## config.mk

```make
export PLATFORM = sky130hd
export DESIGN_NAME = switch_forward_mac_control
export DESIGN_NICKNAME = d
export VERILOG_FILES = /design/src/rtl/switch_forward_mac_control_pkg.sv /design/src/rtl/unknown_forward_select.sv /design/src/rtl/frame_drop_check.sv /design/src/rtl/switch_forward_mac_control.sv
export VERILOG_INCLUDE_DIRS = /design/src /design/src/rtl
export SDC_FILE = /design/constraint.sdc
export NUM_CORES = 1
export LEC_CHECK = 0
export BUFFER_PORTS_ARGS = -buffer_cell sky130_fd_sc_hd__buf_4
export CORE_MARGIN = 8
export CORE_UTILIZATION = 36
export DETAILED_ROUTE_END_ITERATION = 16
export GPL_TIMING_DRIVEN = 0
export PLACE_DENSITY = 0.8
export SLEW_MARGIN = 30
export SYNTH_ARGS = -nofsm -noshare
export SYNTH_HDL_FRONTEND = slang
export SYNTH_SLANG_ARGS = --single-unit
```

## constraint.sdc

```tcl
create_clock -name clock_i -period 1.8 [get_ports clock_i]
set_input_delay 0.36 -clock clock_i [delete_from_list [all_inputs] [get_ports clock_i]]
set_output_delay 0.36 -clock clock_i [all_outputs]
set_load 0.1 [all_outputs]
```

## src/rtl/switch_forward_mac_control_defines.svh

```systemverilog
`ifndef SWITCH_FORWARD_MAC_CONTROL_DEFINES_SVH
`define SWITCH_FORWARD_MAC_CONTROL_DEFINES_SVH

// ----------------------------------------------------------------------------
// register byte addresses on the management port
// ----------------------------------------------------------------------------
`define UNKNOWN_VLAN_FORWARD_CONTROL_ADDR 16'h0328
`define SWITCH_MAC_CONTROL_ZERO_ADDR 16'h0330

// ----------------------------------------------------------------------------
// unknown vlan forward control fields
// ----------------------------------------------------------------------------
`define UVF_ENABLE_BIT 31
`define UVF_MASK_MSB 2
`define UVF_MASK_LSB 0
`define UVF_RESET 32'h0000_0000

// ----------------------------------------------------------------------------
// switch mac control zero fields
// ----------------------------------------------------------------------------
`define MC0_ALT_BACKOFF_BIT 7
`define MC0_LENGTH_CHECK_BIT 3
`define MC0_FC_DROP_EITHER_BIT 1
`define MC0_AGGR_BACKOFF_BIT 0
`define MC0_RESET 8'h0e

// ----------------------------------------------------------------------------
// frame field constants
// ----------------------------------------------------------------------------
`define LENGTH_FIELD_LIMIT 16'h05dc
`define FLOW_CONTROL_ETHERTYPE 16'h8808
`define FLOW_CONTROL_DEST_ADDR 48'h0180_c200_0001
`define PORT_COUNT 3

`endif

```

## src/rtl/switch_forward_mac_control_pkg.sv

```systemverilog
package switch_forward_mac_control_pkg;

	// ------------------------------------------------------------------------
	// unknown-frame category applied to a frame
	// ------------------------------------------------------------------------
	typedef enum logic [1:0] {
		CAT_NONE = 2'h0,
		CAT_UNKNOWN_VLAN = 2'h1,
		CAT_UNKNOWN_UNICAST = 2'h2,
		CAT_UNKNOWN_MULTICAST = 2'h3
	} unknown_category_t;

endpackage : switch_forward_mac_control_pkg

```

## src/rtl/unknown_forward_select.sv

```systemverilog
`timescale 1ns/100ps
`include "switch_forward_mac_control_defines.svh"

module unknown_forward_select (
	// frame classification
	input wire logic vid_unknown_i,
	input wire logic uc_unknown_i,
	input wire logic mc_unknown_i,
	// per-category settings
	input wire logic vlan_enable_i,
	input wire logic [`PORT_COUNT-1:0] vlan_mask_i,
	input wire logic uc_enable_i,
	input wire logic [`PORT_COUNT-1:0] uc_mask_i,
	input wire logic mc_enable_i,
	input wire logic [`PORT_COUNT-1:0] mc_mask_i,
	// decision
	output switch_forward_mac_control_pkg::unknown_category_t category_o,
	output logic flood_o,
	output logic [`PORT_COUNT-1:0] port_mask_o
);

	// vlan wins, then unicast, then multicast; a disabled category still
	// claims the frame so a lower one cannot forward it
	always_comb begin
		category_o = switch_forward_mac_control_pkg::CAT_NONE;
		flood_o = 1'b0;
		port_mask_o = '0;
		if (vid_unknown_i) begin
			category_o = switch_forward_mac_control_pkg::CAT_UNKNOWN_VLAN;
			flood_o = vlan_enable_i;
			port_mask_o = vlan_enable_i ? vlan_mask_i : '0;
		end else if (uc_unknown_i) begin
			category_o = switch_forward_mac_control_pkg::CAT_UNKNOWN_UNICAST;
			flood_o = uc_enable_i;
			port_mask_o = uc_enable_i ? uc_mask_i : '0;
		end else if (mc_unknown_i) begin
			category_o = switch_forward_mac_control_pkg::CAT_UNKNOWN_MULTICAST;
			flood_o = mc_enable_i;
			port_mask_o = mc_enable_i ? mc_mask_i : '0;
		end
	end

endmodule : unknown_forward_select

```

## src/rtl/frame_drop_check.sv

```systemverilog
`timescale 1ns/100ps
`include "switch_forward_mac_control_defines.svh"

module frame_drop_check (
	// settings
	input wire logic length_check_en_i,
	input wire logic fc_drop_either_i,
	// frame fields
	input wire logic [15:0] len_type_i,
	input wire logic [15:0] data_length_i,
	input wire logic [47:0] dest_addr_i,
	// verdicts
	output logic length_drop_o,
	output logic fc_drop_o
);

	logic is_fc_type;
	logic is_fc_da;

	// length field only meaningful below the limit
	assign length_drop_o = length_check_en_i && (len_type_i < `LENGTH_FIELD_LIMIT)
		&& (data_length_i != len_type_i);

	// flow control frame recognition
	assign is_fc_type = (len_type_i == `FLOW_CONTROL_ETHERTYPE);
	assign is_fc_da = (dest_addr_i == `FLOW_CONTROL_DEST_ADDR);
	assign fc_drop_o = fc_drop_either_i ? (is_fc_type || is_fc_da)
		: (is_fc_type && is_fc_da);

endmodule : frame_drop_check

```

## src/rtl/switch_forward_mac_control.sv

```systemverilog
`timescale 1ns/100ps
`include "switch_forward_mac_control_defines.svh"

// How it works
// - with the unknown vlan enable set, frames of unknown vid go to the masked ports, else not.
// - mask bit 0, 1 and 2 select ports 1, 2 and 3; a set bit includes the port.
// - after reset the unknown vlan enable and all three mask bits are zero.
// - unknown vlan handling takes precedence over unknown unicast, which beats unknown multicast.
// - the alternate back-off bit selects alternate back-off, only on half-duplex ports.
// - with length check set, a frame whose field is below 1500 and differs in length is dropped.
// - with drop mode set, a frame with type 0x8808 or the pause address is dropped.
// - with drop mode clear, a frame is dropped only with both the type and the pause address.
// - the aggressive back-off bit turns the aggressive half-duplex back-pressure algorithm on.
// - after reset length check and drop mode are one, both back-off bits are zero.

module switch_forward_mac_control (
	// clock and reset
	input wire logic clock_i,
	input wire logic reset_i,
	// management port register access, one byte per access
	input wire logic [15:0] reg_addr_i,
	input wire logic [7:0] reg_wdata_i,
	input wire logic reg_write_i,
	input wire logic reg_read_i,
	output logic [7:0] reg_rdata_o,
	output logic reg_rvalid_o,
	// frame descriptor from the lookup stage
	input wire logic frame_valid_i,
	input wire logic frame_vid_unknown_i,
	input wire logic frame_uc_unknown_i,
	input wire logic frame_mc_unknown_i,
	input wire logic [15:0] frame_len_type_i,
	input wire logic [15:0] frame_data_length_i,
	input wire logic [47:0] frame_dest_addr_i,
	// settings of the neighbouring unknown-frame registers
	input wire logic uc_forward_en_i,
	input wire logic [`PORT_COUNT-1:0] uc_port_mask_i,
	input wire logic mc_forward_en_i,
	input wire logic [`PORT_COUNT-1:0] mc_port_mask_i,
	// frame decision
	output logic decision_valid_o,
	output logic decision_drop_o,
	output logic decision_length_drop_o,
	output logic decision_fc_drop_o,
	output logic decision_flood_o,
	output logic [`PORT_COUNT-1:0] decision_port_mask_o,
	output switch_forward_mac_control_pkg::unknown_category_t decision_category_o,
	// per-port mac controls
	input wire logic [`PORT_COUNT-1:0] port_half_duplex_i,
	output logic [`PORT_COUNT-1:0] alt_backoff_o,
	output logic [`PORT_COUNT-1:0] aggr_backoff_o,
	// global mac settings
	output logic length_check_en_o,
	output logic fc_drop_either_o
);

	// ------------------------------------------------------------------------
	// register storage
	// ------------------------------------------------------------------------
	logic uvf_enable_reg;
	logic [`PORT_COUNT-1:0] uvf_mask_reg;
	logic [7:0] mac_control_zero_reg;

	// decode helpers shared by write and read paths
	function automatic logic hits_uvf(input logic [15:0] addr, input logic [1:0] lane);
		hits_uvf = (addr == (`UNKNOWN_VLAN_FORWARD_CONTROL_ADDR + {14'h0000, lane}));
	endfunction : hits_uvf

	function automatic logic hits_mc0(input logic [15:0] addr);
		hits_mc0 = (addr == `SWITCH_MAC_CONTROL_ZERO_ADDR);
	endfunction : hits_mc0

	// ------------------------------------------------------------------------
	// register writes
	// ------------------------------------------------------------------------
	// big-endian byte order: the lowest address carries bits 31:24
	always_ff @(posedge clock_i) begin
		if (reset_i) begin
			uvf_enable_reg <= 1'(`UVF_RESET >> `UVF_ENABLE_BIT);
			uvf_mask_reg <= `PORT_COUNT'(`UVF_RESET);
		end else if (reg_write_i) begin
			if (hits_uvf(reg_addr_i, 2'h0)) begin
				uvf_enable_reg <= reg_wdata_i[7];
			end else if (hits_uvf(reg_addr_i, 2'h3)) begin
				uvf_mask_reg <= reg_wdata_i[`UVF_MASK_MSB:`UVF_MASK_LSB];
			end
		end
	end

	// reserved bits of this byte are writable and keep their value
	always_ff @(posedge clock_i) begin
		if (reset_i) begin
			mac_control_zero_reg <= `MC0_RESET;
		end else if (reg_write_i && hits_mc0(reg_addr_i)) begin
			mac_control_zero_reg <= reg_wdata_i;
		end
	end

	// ------------------------------------------------------------------------
	// register reads
	// ------------------------------------------------------------------------
	logic [7:0] read_value;

	// unmapped bytes and reserved fields of the vlan register read as zero
	always_comb begin
		read_value = 8'h00;
		if (hits_uvf(reg_addr_i, 2'h0)) begin
			read_value = {uvf_enable_reg, 7'h00};
		end else if (hits_uvf(reg_addr_i, 2'h3)) begin
			read_value = {5'h00, uvf_mask_reg};
		end else if (hits_mc0(reg_addr_i)) begin
			read_value = mac_control_zero_reg;
		end
	end

	// read answer one cycle after the strobe
	always_ff @(posedge clock_i) begin
		if (reset_i) begin
			reg_rdata_o <= 8'h00;
			reg_rvalid_o <= 1'b0;
		end else begin
			reg_rvalid_o <= reg_read_i;
			if (reg_read_i) begin
				reg_rdata_o <= read_value;
			end
		end
	end

	// ------------------------------------------------------------------------
	// frame decision
	// ------------------------------------------------------------------------
	switch_forward_mac_control_pkg::unknown_category_t category;
	logic flood;
	logic [`PORT_COUNT-1:0] port_mask;
	logic length_drop;
	logic fc_drop;

	unknown_forward_select u_select (
		.vid_unknown_i(frame_vid_unknown_i),
		.uc_unknown_i(frame_uc_unknown_i),
		.mc_unknown_i(frame_mc_unknown_i),
		.vlan_enable_i(uvf_enable_reg),
		.vlan_mask_i(uvf_mask_reg),
		.uc_enable_i(uc_forward_en_i),
		.uc_mask_i(uc_port_mask_i),
		.mc_enable_i(mc_forward_en_i),
		.mc_mask_i(mc_port_mask_i),
		.category_o(category),
		.flood_o(flood),
		.port_mask_o(port_mask)
	);

	frame_drop_check u_drop (
		.length_check_en_i(mac_control_zero_reg[`MC0_LENGTH_CHECK_BIT]),
		.fc_drop_either_i(mac_control_zero_reg[`MC0_FC_DROP_EITHER_BIT]),
		.len_type_i(frame_len_type_i),
		.data_length_i(frame_data_length_i),
		.dest_addr_i(frame_dest_addr_i),
		.length_drop_o(length_drop),
		.fc_drop_o(fc_drop)
	);

	// valid registered one cycle after the descriptor; high for that one cycle only
	always_ff @(posedge clock_i) begin
		if (reset_i) begin
			decision_valid_o <= 1'b0;
		end else begin
			decision_valid_o <= frame_valid_i;
		end
	end

	// a dropped frame is never flooded, so the mask is cleared with it
	always_ff @(posedge clock_i) begin
		if (reset_i) begin
			decision_drop_o <= 1'b0;
			decision_length_drop_o <= 1'b0;
			decision_fc_drop_o <= 1'b0;
			decision_flood_o <= 1'b0;
			decision_port_mask_o <= '0;
			decision_category_o <= switch_forward_mac_control_pkg::CAT_NONE;
		end else if (frame_valid_i) begin
			decision_drop_o <= length_drop || fc_drop;
			decision_length_drop_o <= length_drop;
			decision_fc_drop_o <= fc_drop;
			decision_flood_o <= flood && !(length_drop || fc_drop);
			decision_port_mask_o <= (length_drop || fc_drop) ? '0 : port_mask;
			decision_category_o <= category;
		end
	end

	// ------------------------------------------------------------------------
	// per-port back-off controls
	// ------------------------------------------------------------------------
	// full-duplex ports never see back-off modes, whatever software wrote
	genvar p;
	generate
		for (p = 0; p < `PORT_COUNT; p++) begin : g_port
			always_ff @(posedge clock_i) begin
				if (reset_i) begin
					alt_backoff_o[p] <= 1'b0;
					aggr_backoff_o[p] <= 1'b0;
				end else begin
					alt_backoff_o[p] <= mac_control_zero_reg[`MC0_ALT_BACKOFF_BIT]
						&& port_half_duplex_i[p];
					aggr_backoff_o[p] <= mac_control_zero_reg[`MC0_AGGR_BACKOFF_BIT]
						&& port_half_duplex_i[p];
				end
			end
		end
	endgenerate

	// global settings mirrored to the mac datapath
	always_ff @(posedge clock_i) begin
		if (reset_i) begin
			length_check_en_o <= 1'b1;
			fc_drop_either_o <= 1'b1;
		end else begin
			length_check_en_o <= mac_control_zero_reg[`MC0_LENGTH_CHECK_BIT];
			fc_drop_either_o <= mac_control_zero_reg[`MC0_FC_DROP_EITHER_BIT];
		end
	end

endmodule : switch_forward_mac_control

```

==> flow_summary.yaml, run 1 <==
hold_path:
  min_path_cells: 2
  hold-path-endpoint: "aggr_backoff_o[0]$_SDFF_PP0_"
  hp-class: "input pin to flip-flop"
  min_from: "port_half_duplex_i[0]"
timing:
  period_share_pct: 97.2
  worst_slack_ps: 50.3
  slew_violations: 0
  rsz0062_at_grt: "yes"
  period_needed_ps: 1750
  tightestPinTransition_ps: 566
  finClkSkew_ps: 4.07
  setup_tns_ps: 0
  slew_headroom_pct: 62.3
  final_hold_viol_count: 0
  setup_violations: 0
  fmax_mhz: 572
logic_synthesis:
  seq_area_frac_synth_pct: 39.7
  yosys_warnings: 0
  synth_top_area_cell: "dfxtp_1"
  avgSynthCellArea_sq_um: 9.03
  synth_top_area_share_pct: 39.7
  synth.area.top_cells: "dfxtp_1 40%, xor2_1 7.1%, nor4_1 4.1%"
  syn_nets: 341
  synth_ff_type: "dfxtp_1"
  synthArstFlopShare_pct: 0
  syn_inst: 218
  synthDistinctLibCells: 44
  syn-cell-area_sq_um: 1970
  synth-seq-cells: 39
  synth_edf_count: 0
clock_network:
  clkSinkCount: 39
  h-tree-depth: 2
  hold_buffers: 0
  clock_path_buffers: 2
  cts-buffers-inserted: 5
  root_buffer: "clkbuf_8"
  clk_pin_slew_worst_paths_ps: 70
  cts_tree: "yes"
  clk_latency_ps: 290
place:
  place_ws_ps: -371
  place_hpwl_mm: 6.30
  portBuffers: 147
  gp_congestion: 0.837
finish:
  num-fill-cells: 474
  drive_above_1_share_pct: 44.8
  regArea_sq_um: 781
  nNetsFinal: 497
  layout_commonest_cell: "buf_4"
  num_antenna_cells: 0
  area_delta_synth_final_pct: 68.9
  layout_common_cells: "148 x buf_4, 39 x dfxtp_1, 16 x xor2_1"
  multi_input_area_sq_um: 1170
global_routing:
  antenna_found_initial: 0
  grt_max_degree: 13
  grt_pass1_wl_mm: 11.6
  grt_pass1_vias: 2450
  groute.usage.overall_pct: 17.3
  grt-ovfl-total: 0
floorplan:
  die_x_um: 89.9
  coreArea_sq_um: 5410
  die_h_um: 89.9
  ios: 150
  start_util_pct: 36.4
  die-area_sq_um: 8090
  rows: 27
drt:
  wirelength_mm: 7.49
  via_count: 2311
  wl_per_cell_um: 16.8
  drt-initial-drc-count: 112
  vias_per_cell: 5.17
  first_pass_iters: 4
  antenna_left: 0
  drc: 0
power:
  leakagePower_uw: 0.00152
  ir_drop_mv: 0.386
  p_per_area_nw_per_um2: 589
setup_path:
  r2r_cells: 3
  timing.critical_path.fanout_max: 7
  crit_arrival_ps: 1920
  r2r-start: "mac_control_zero_reg[1]$_SDFFE_PP1P_"
  start_kind: "input pin"
  worstReg2RegEnd: "decision_fc_drop_o$_SDFFE_PP0P_"
  r2r_slack_ps: 520
  required_ps: 1980
  crit_type: "input pin to flip-flop"
  end_kind: "flip-flop"
outcome:
  status: "finished clean"
run:
  drv_cap: 0
[per-layer routing]
layer / wire length (um) / global-route usage, %
met3: 604 / 6.40
met5: 0 / 0
met2: 3960 / 32.4
met1: 2850 / 17.8
met4: 75 / 3.88
[report_power, final]
part	switching [uW]	internal, uW	total (uW)
Combinational	204	227	431
Sequential	4.44	872	876
Clock	301	348	649
[per-stage QoR]
stage / cell area, sq um / power (uW) / util (%) / hold slack [ps] / std cells
after detailed placement: 3170 / 1320 / 58.6 / 443 / 437
after CTS: 3290 / 1970 / 60.9 / 269 / 446
after global routing: 3320 / 2060 / 61.5 / 264 / 447
after global placement: 3170 / 1310 / 58.6 / 438 / 437
final: 3320 / 1960 / 61.5 / 278 / 447
after floorplan: 1970 / 1060 / - / 432 / 218
[worst max-delay path, cell delays in order]
cell and delay, ps:
buf_4 110, or4b_1 620, nor4_4 300, nand2_2 180, a211o_1 350
[logic make-up after synthesis]
family          Yosys count  synth area share (%)
compound gates           42                  14.7
buf+inv                  14                  2.86
mux                       5                  2.54
simple gates            102                  33.1
xor+xnor                 16                  7.12
flops                    39                  39.7
[worst max-delay path by stage]
stage | from | end | slack, ps | depth (start not counted)
floorplan | reg_addr_i[1] | mac_control_zero_reg[2]$_SDFFE_PP1P_ | -60 | 4
global placement | reg_addr_i[1] | mac_control_zero_reg[2]$_SDFFE_PP1P_ | -350 | 5
detailed placement | reg_addr_i[1] | mac_control_zero_reg[3]$_SDFFE_PP1P_ | -370 | 5
CTS | reg_addr_i[13] | uvf_mask_reg[1]$_SDFFE_PP0P_ | 10 | 6
global route | reg_addr_i[14] | uvf_mask_reg[1]$_SDFFE_PP0P_ | 0.5 | 6
finish | reg_addr_i[11] | mac_control_zero_reg[3]$_SDFFE_PP1P_ | 50 | 5
[Yosys cell counts (3+ instances only)]
master / instances
nand2b_1: 4
mux2i_1: 5
nor4_1: 13
nor4b_1: 8
nand4_1: 6
a22oi_1: 3
xor2_1: 16
nand3_1: 11
o21ai_0: 6
dfxtp_1: 39
inv_1: 6
a31oi_1: 5
a41o_1: 4
clkbuf_1: 7
nand2_1: 9
a21oi_1: 9
nor2b_1: 3
and2_1: 7
a211oi_1: 3
nor3b_1: 7
nor2_1: 15
a22o_1: 4
[timing repair]
action,4_1_cts,5_1_grt
resized for setup,3,4
pin swaps,1,4
buffers inserted,1,1
endpoints found under the setup margin,8,4
[layout make-up]
| class | count | share of cell area (%) |
|---|---|---|
| timing repair buffer | 149 | 33.8 |
| multi-input combinational | 165 | 35.1 |
| clock inverter | 1 | 0.226 |
| clock buffer | 7 | 2.90 |
| inverter | 6 | 0.677 |
| sequential | 39 | 23.5 |
| buffer | 8 | 1.13 |
| tap | 72 | 2.71 |
Power figures use the tool's default switching activity.
==> run 2, diff against run 1 <==
- RECOVER_POWER: default -> 100
==> run 2 against run 1 <==
Effect of this change: hold slack lost 1.7 ps; sequential share of layout area increased by 0.54 points; setup slack hardly changed; die area unchanged; routed wire length is 0.20% higher; final cell count stayed put; clock skew shrank 1.1 ps; critical endpoint unchanged; register-to-register slack about the same; sequential cell count is the same; total power shrank 0.28%; maximum frequency about the same.
==> flow_summary.yaml, run 2 (synthesis gave the netlist of run 1 again) <==
clock_network:
  h-tree-depth: 2
  clkSinkCount: 39
  hold_buffers: 0
  clk_pin_slew_worst_paths_ps: 70
  cts-buffers-inserted: 5
  root_buffer: "clkbuf_8"
  cts_tree: "yes"
  clk_latency_ps: 290
  clock_path_buffers: 2
finish:
  area_delta_synth_final_pct: 65.1
  num-fill-cells: 493
  final_core_utilization_pct: 60.1
  layout_common_cells: "119 x buf_4, 39 x dfxtp_1, 27 x clkbuf_2"
  nNetsFinal: 497
  num_antenna_cells: 0
  drive_above_1_share_pct: 44.3
  fin_cells: 447
  layout_commonest_cell: "buf_4"
  multi_input_area_sq_um: 1170
  regArea_sq_um: 781
timing:
  worst_slack_ps: 50.0
  fmax_mhz: 571
  period_needed_ps: 1750
  setup_violations: 0
  period_share_pct: 97.2
  final_hold_viol_count: 0
  tightestPinTransition_ps: 569
  slew_violations: 0
  rsz0062_at_grt: "yes"
  slew_headroom_pct: 62.1
  finClkSkew_ps: 3.01
floorplan:
  die-area_sq_um: 8090
  die_x_um: 89.9
  ios: 150
  coreArea_sq_um: 5410
  rows: 27
  die_h_um: 89.9
  start_util_pct: 36.4
place:
  place_hpwl_mm: 6.30
  portBuffers: 147
  dp_cells: 437
  gp_congestion: 0.837
  place_ws_ps: -371
drt:
  wl_per_cell_um: 16.8
  via_count: 2300
  first_pass_iters: 4
  drt-initial-drc-count: 106
  antenna_left: 0
  vias_per_cell: 5.15
  wirelength_mm: 7.50
  drc: 0
power:
  p_per_area_nw_per_um2: 601
  ir_drop_mv: 0.386
  leakagePower_uw: 0.00149
setup_path:
  crit_arrival_ps: 1930
  required_ps: 1980
  crit_family: "simple AND/OR/NAND/NOR gates"
  crit_chain: "buf_4 > or4b_1 > nor4_4 > nand2_2 > a211o_1"
  max_stage_delay_ps: 620
  r2r_cells: 3
  cp_slowest_cell: "or4b_1"
  crit_type: "input pin to flip-flop"
  start_kind: "input pin"
  end_kind: "flip-flop"
  timing.critical_path.fanout_max: 7
  critPathBufInv: 1
  worst-path-stages: 5
global_routing:
  grt_pass1_vias: 2450
  grt_max_degree: 13
  antenna_found_initial: 0
  grt-ovfl-total: 0
  groute.usage.overall_pct: 17.3
  grt_pass1_wl_mm: 11.6
hold_path:
  min_path_cells: 2
  hp-class: "input pin to flip-flop"
outcome:
  status: "finished clean"
run:
  drv_cap: 0
-- run 2: cell types whose count changed in the layout (fill, tap and decap cells not counted), sizes merged --
cell    previous run  this run
clkbuf            14        43
buf              150       121
-- run 2: report_power, final --
group	internal (uW)	switching, uW	leakage, uW
clock network	348	303	0.0000505
registers	872	4.42	0.000316
logic	220	204	0.00112
-- run 2: cell type report --
| type | instances | area share [%] |
|---|---|---|
| Inverter | 6 | 0.693 |
| Tap cell | 72 | 2.77 |
| Clock inverter | 1 | 0.231 |
| Clock buffer | 7 | 2.96 |
| Buffer | 8 | 1.16 |
| Multi-Input combinational cell | 165 | 35.9 |
| Timing Repair Buffer | 149 | 32.2 |
| Sequential cell | 39 | 24.0 |
-- run 2: per-layer routing --
| metal | GRT usage [%] | wire [um] | vias up |
|---|---|---|---|
| li1 | - | - | 1137 |
| met1 | 17.8 | 2980 | 1061 |
| met2 | 32.4 | 3940 | 96 |
| met3 | 6.40 | 528 | 6 |
| met4 | 3.88 | 57 | 0 |
| met5 | 0 | 0 | - |
-- run 2: worst paths after layout --
path / start / end / slack [ps]
hold reg to reg: mac_control_zero_reg[4]$_SDFFE_PP0P_ / mac_control_zero_reg[4]$_SDFFE_PP0P_ / 460
setup / recovery: reg_addr_i[11] / mac_control_zero_reg[3]$_SDFFE_PP1P_ / 50
setup reg to reg: mac_control_zero_reg[1]$_SDFFE_PP1P_ / decision_fc_drop_o$_SDFFE_PP0P_ / 510
hold / removal: port_half_duplex_i[0] / aggr_backoff_o[0]$_SDFF_PP0_ / 280
-- run 2: repair_timing --
item                       4_1_cts  5_1_grt
gates resized for setup          3        4
gates cloned                     0        0
setup endpoints to repair        8        4
pin swaps                        1        4
setup buffers                    1        1
-- run 2: per-stage QoR --
step / cell area, sq um / hold WS, ps / TNS (ps) / power (uW)
final: 3250 / 276 / 0 / 1950
after detailed placement: 3170 / 443 / -7140 / 1320
after CTS: 3290 / 269 / 0 / 1970
after floorplan: 1970 / 432 / -427 / 1060
after global routing: 3250 / 264 / 0 / 2050
after global placement: 3170 / 438 / -6860 / 1310
==> run 3, diff against run 2 <==
- PLACE_DENSITY: 0.8 -> 0.82
==> run 3 against run 2 <==
Effect of this change: final area about the same; sequential share of layout area about the same; routed wire length down 3.0%; clock power down 12%; sequential power about the same; register-to-register slack about the same; hold slack worse by 14 ps; core utilization about the same; non-clock buffer count up 1; via count down 2.2%; sequential cell count unchanged; first-iteration DRC count down 47%; highest routed layer unchanged.
==> flow_summary.yaml, run 3 (synthesis gave the netlist of run 1 again) <==
outcome:
  status: "finished clean"
setup_path:
  crit_chain: "buf_4 > or4b_4 > nor4_4 > nand2_2 > a211o_1"
  worstReg2RegEnd: "decision_port_mask_o[1]$_SDFFE_PP0P_"
  max_stage_delay_ps: 570
  cp_slowest_cell: "or4b_4"
  required_ps: 1980
  r2r_cells: 3
  timing.critical_path.fanout_max: 7
  crit_arrival_ps: 1930
  crit_type: "input pin to flip-flop"
  start_kind: "input pin"
  r2r-start: "mac_control_zero_reg[1]$_SDFFE_PP1P_"
  end_kind: "flip-flop"
  r2r_slack_ps: 520
global_routing:
  grt_pass1_vias: 2475
  groute.usage.overall_pct: 17.5
  grt_pass1_wl_mm: 11.8
  antenna_found_initial: 0
  grt_max_degree: 13
  grt-ovfl-total: 0
finish:
  area_delta_synth_final_pct: 65.0
  nNetsFinal: 498
  fin_cells: 448
  final_core_utilization_pct: 60.1
  drive_above_1_share_pct: 44.7
  layout_commonest_cell: "buf_4"
  num_antenna_cells: 0
  layout_common_cells: "121 x buf_4, 39 x dfxtp_1, 27 x clkbuf_2"
  fin_area_sq_um: 3250
clock_network:
  clk_latency_ps: 280
  root_buffer: "clkbuf_8"
  clock_path_buffers: 2
  h-tree-depth: 2
  clkSinkCount: 39
  cts_tree: "yes"
  hold_buffers: 0
  cts-buffers-inserted: 5
  clk_pin_slew_worst_paths_ps: 80
timing:
  slew_headroom_pct: 62.4
  period_needed_ps: 1750
  fmax_mhz: 572
  rsz0062_at_grt: "yes"
  period_share_pct: 97.2
  setup_tns_ps: 0
  tightestPinTransition_ps: 566
  slew_violations: 0
  whs_ps: 262
  finClkSkew_ps: 2.83
  setup_violations: 0
  final_hold_viol_count: 0
place:
  portBuffers: 147
  gp_congestion: 0.863
  dpl_cell_area_sq_um: 3170
  dp_cells: 437
  place_hpwl_mm: 6.24
power:
  leakagePower_uw: 0.00149
  p_per_area_nw_per_um2: 575
  ir_drop_mv: 0.311
floorplan:
  die-area_sq_um: 8090
  coreArea_sq_um: 5410
  die_h_um: 89.9
  die_x_um: 89.9
  ios: 150
  start_util_pct: 36.4
  rows: 27
drt:
  wl_per_cell_um: 16.2
  drc: 0
  antenna_left: 0
  first_pass_iters: 4
  via_count: 2249
  drt-initial-drc-count: 56
  wirelength_mm: 7.28
  vias_per_cell: 5.02
hold_path:
  min_from: "reset_i"
  hp-class: "input pin to flip-flop"
  min_path_cells: 2
  hold-path-endpoint: "reg_rvalid_o$_SDFF_PP0_"
run:
  drv_cap: 0
run 3: what timing repair did:
| item | CTS | global route |
|---|---|---|
| pin swaps | 1 | 1 |
| setup endpoints to repair | 12 | 11 |
| setup buffers | 2 | 1 |
| gates resized for setup | 2 | 5 |
run 3: stage by stage:
| step | worst slack [ps] | total power, uW |
|---|---|---|
| after global placement | -371 | 1310 |
| after floorplan | -58.9 | 1060 |
| after CTS | -9.43 | 1880 |
| after global routing | -29.9 | 1970 |
| final | 50.6 | 1870 |
| after detailed placement | -393 | 1320 |
run 3: critical path, delay by kind of cell:
| kind | cells | cell delay [ps] |
|---|---|---|
| and+or+nand+nor | 3 | 1110 |
| buffers and inverters | 1 | 130 |
| AOI/OAI and AO/OA | 1 | 330 |
run 3: power by group:
part	leakage (uW)	switching, uW	internal, uW
Combinational	0.00113	203	219
Sequential	0.000316	4.19	872
Clock	0.0000412	300	271
Total	0.00149	507	1360
run 3: layer usage:
metal | vias up | GRT usage [%] | share of wire (%)
met5 | - | 0 | 0
met4 | 0 | 3.88 | 1.3
met3 | 10 | 6.40 | 8.4
met2 | 77 | 31.3 | 53
met1 | 1028 | 19.1 | 37
li1 | 1134 | - | -
run 3: worst max path at each step:
stage	startpoint	end	slack (ps)	cells past startpoint
after global routing	reg_addr_i[11]	uvf_mask_reg[2]$_SDFFE_PP0P_	-30	7
after floorplan	reg_addr_i[1]	mac_control_zero_reg[2]$_SDFFE_PP1P_	-60	4
after global placement	reg_addr_i[13]	uvf_mask_reg[2]$_SDFFE_PP0P_	-370	6
final	reg_addr_i[1]	mac_control_zero_reg[2]$_SDFFE_PP1P_	50	5
after CTS	reg_addr_i[1]	mac_control_zero_reg[2]$_SDFFE_PP1P_	-9	5
after detailed placement	reg_addr_i[1]	reg_rdata_o[0]$_SDFFE_PP0P_	-390	7
run 3: area by class of cell:
type                    instances  area (sq um)
inverters                       6          22.5
repair buffers                150          1050
fillers                       514          2160
multi-input cells             165          1180
clock buffers                   6          72.6
well taps                      72          90.1
clock inverters                 2          12.5
plain buffers                   8          37.5
flip-flops and latches         39           781
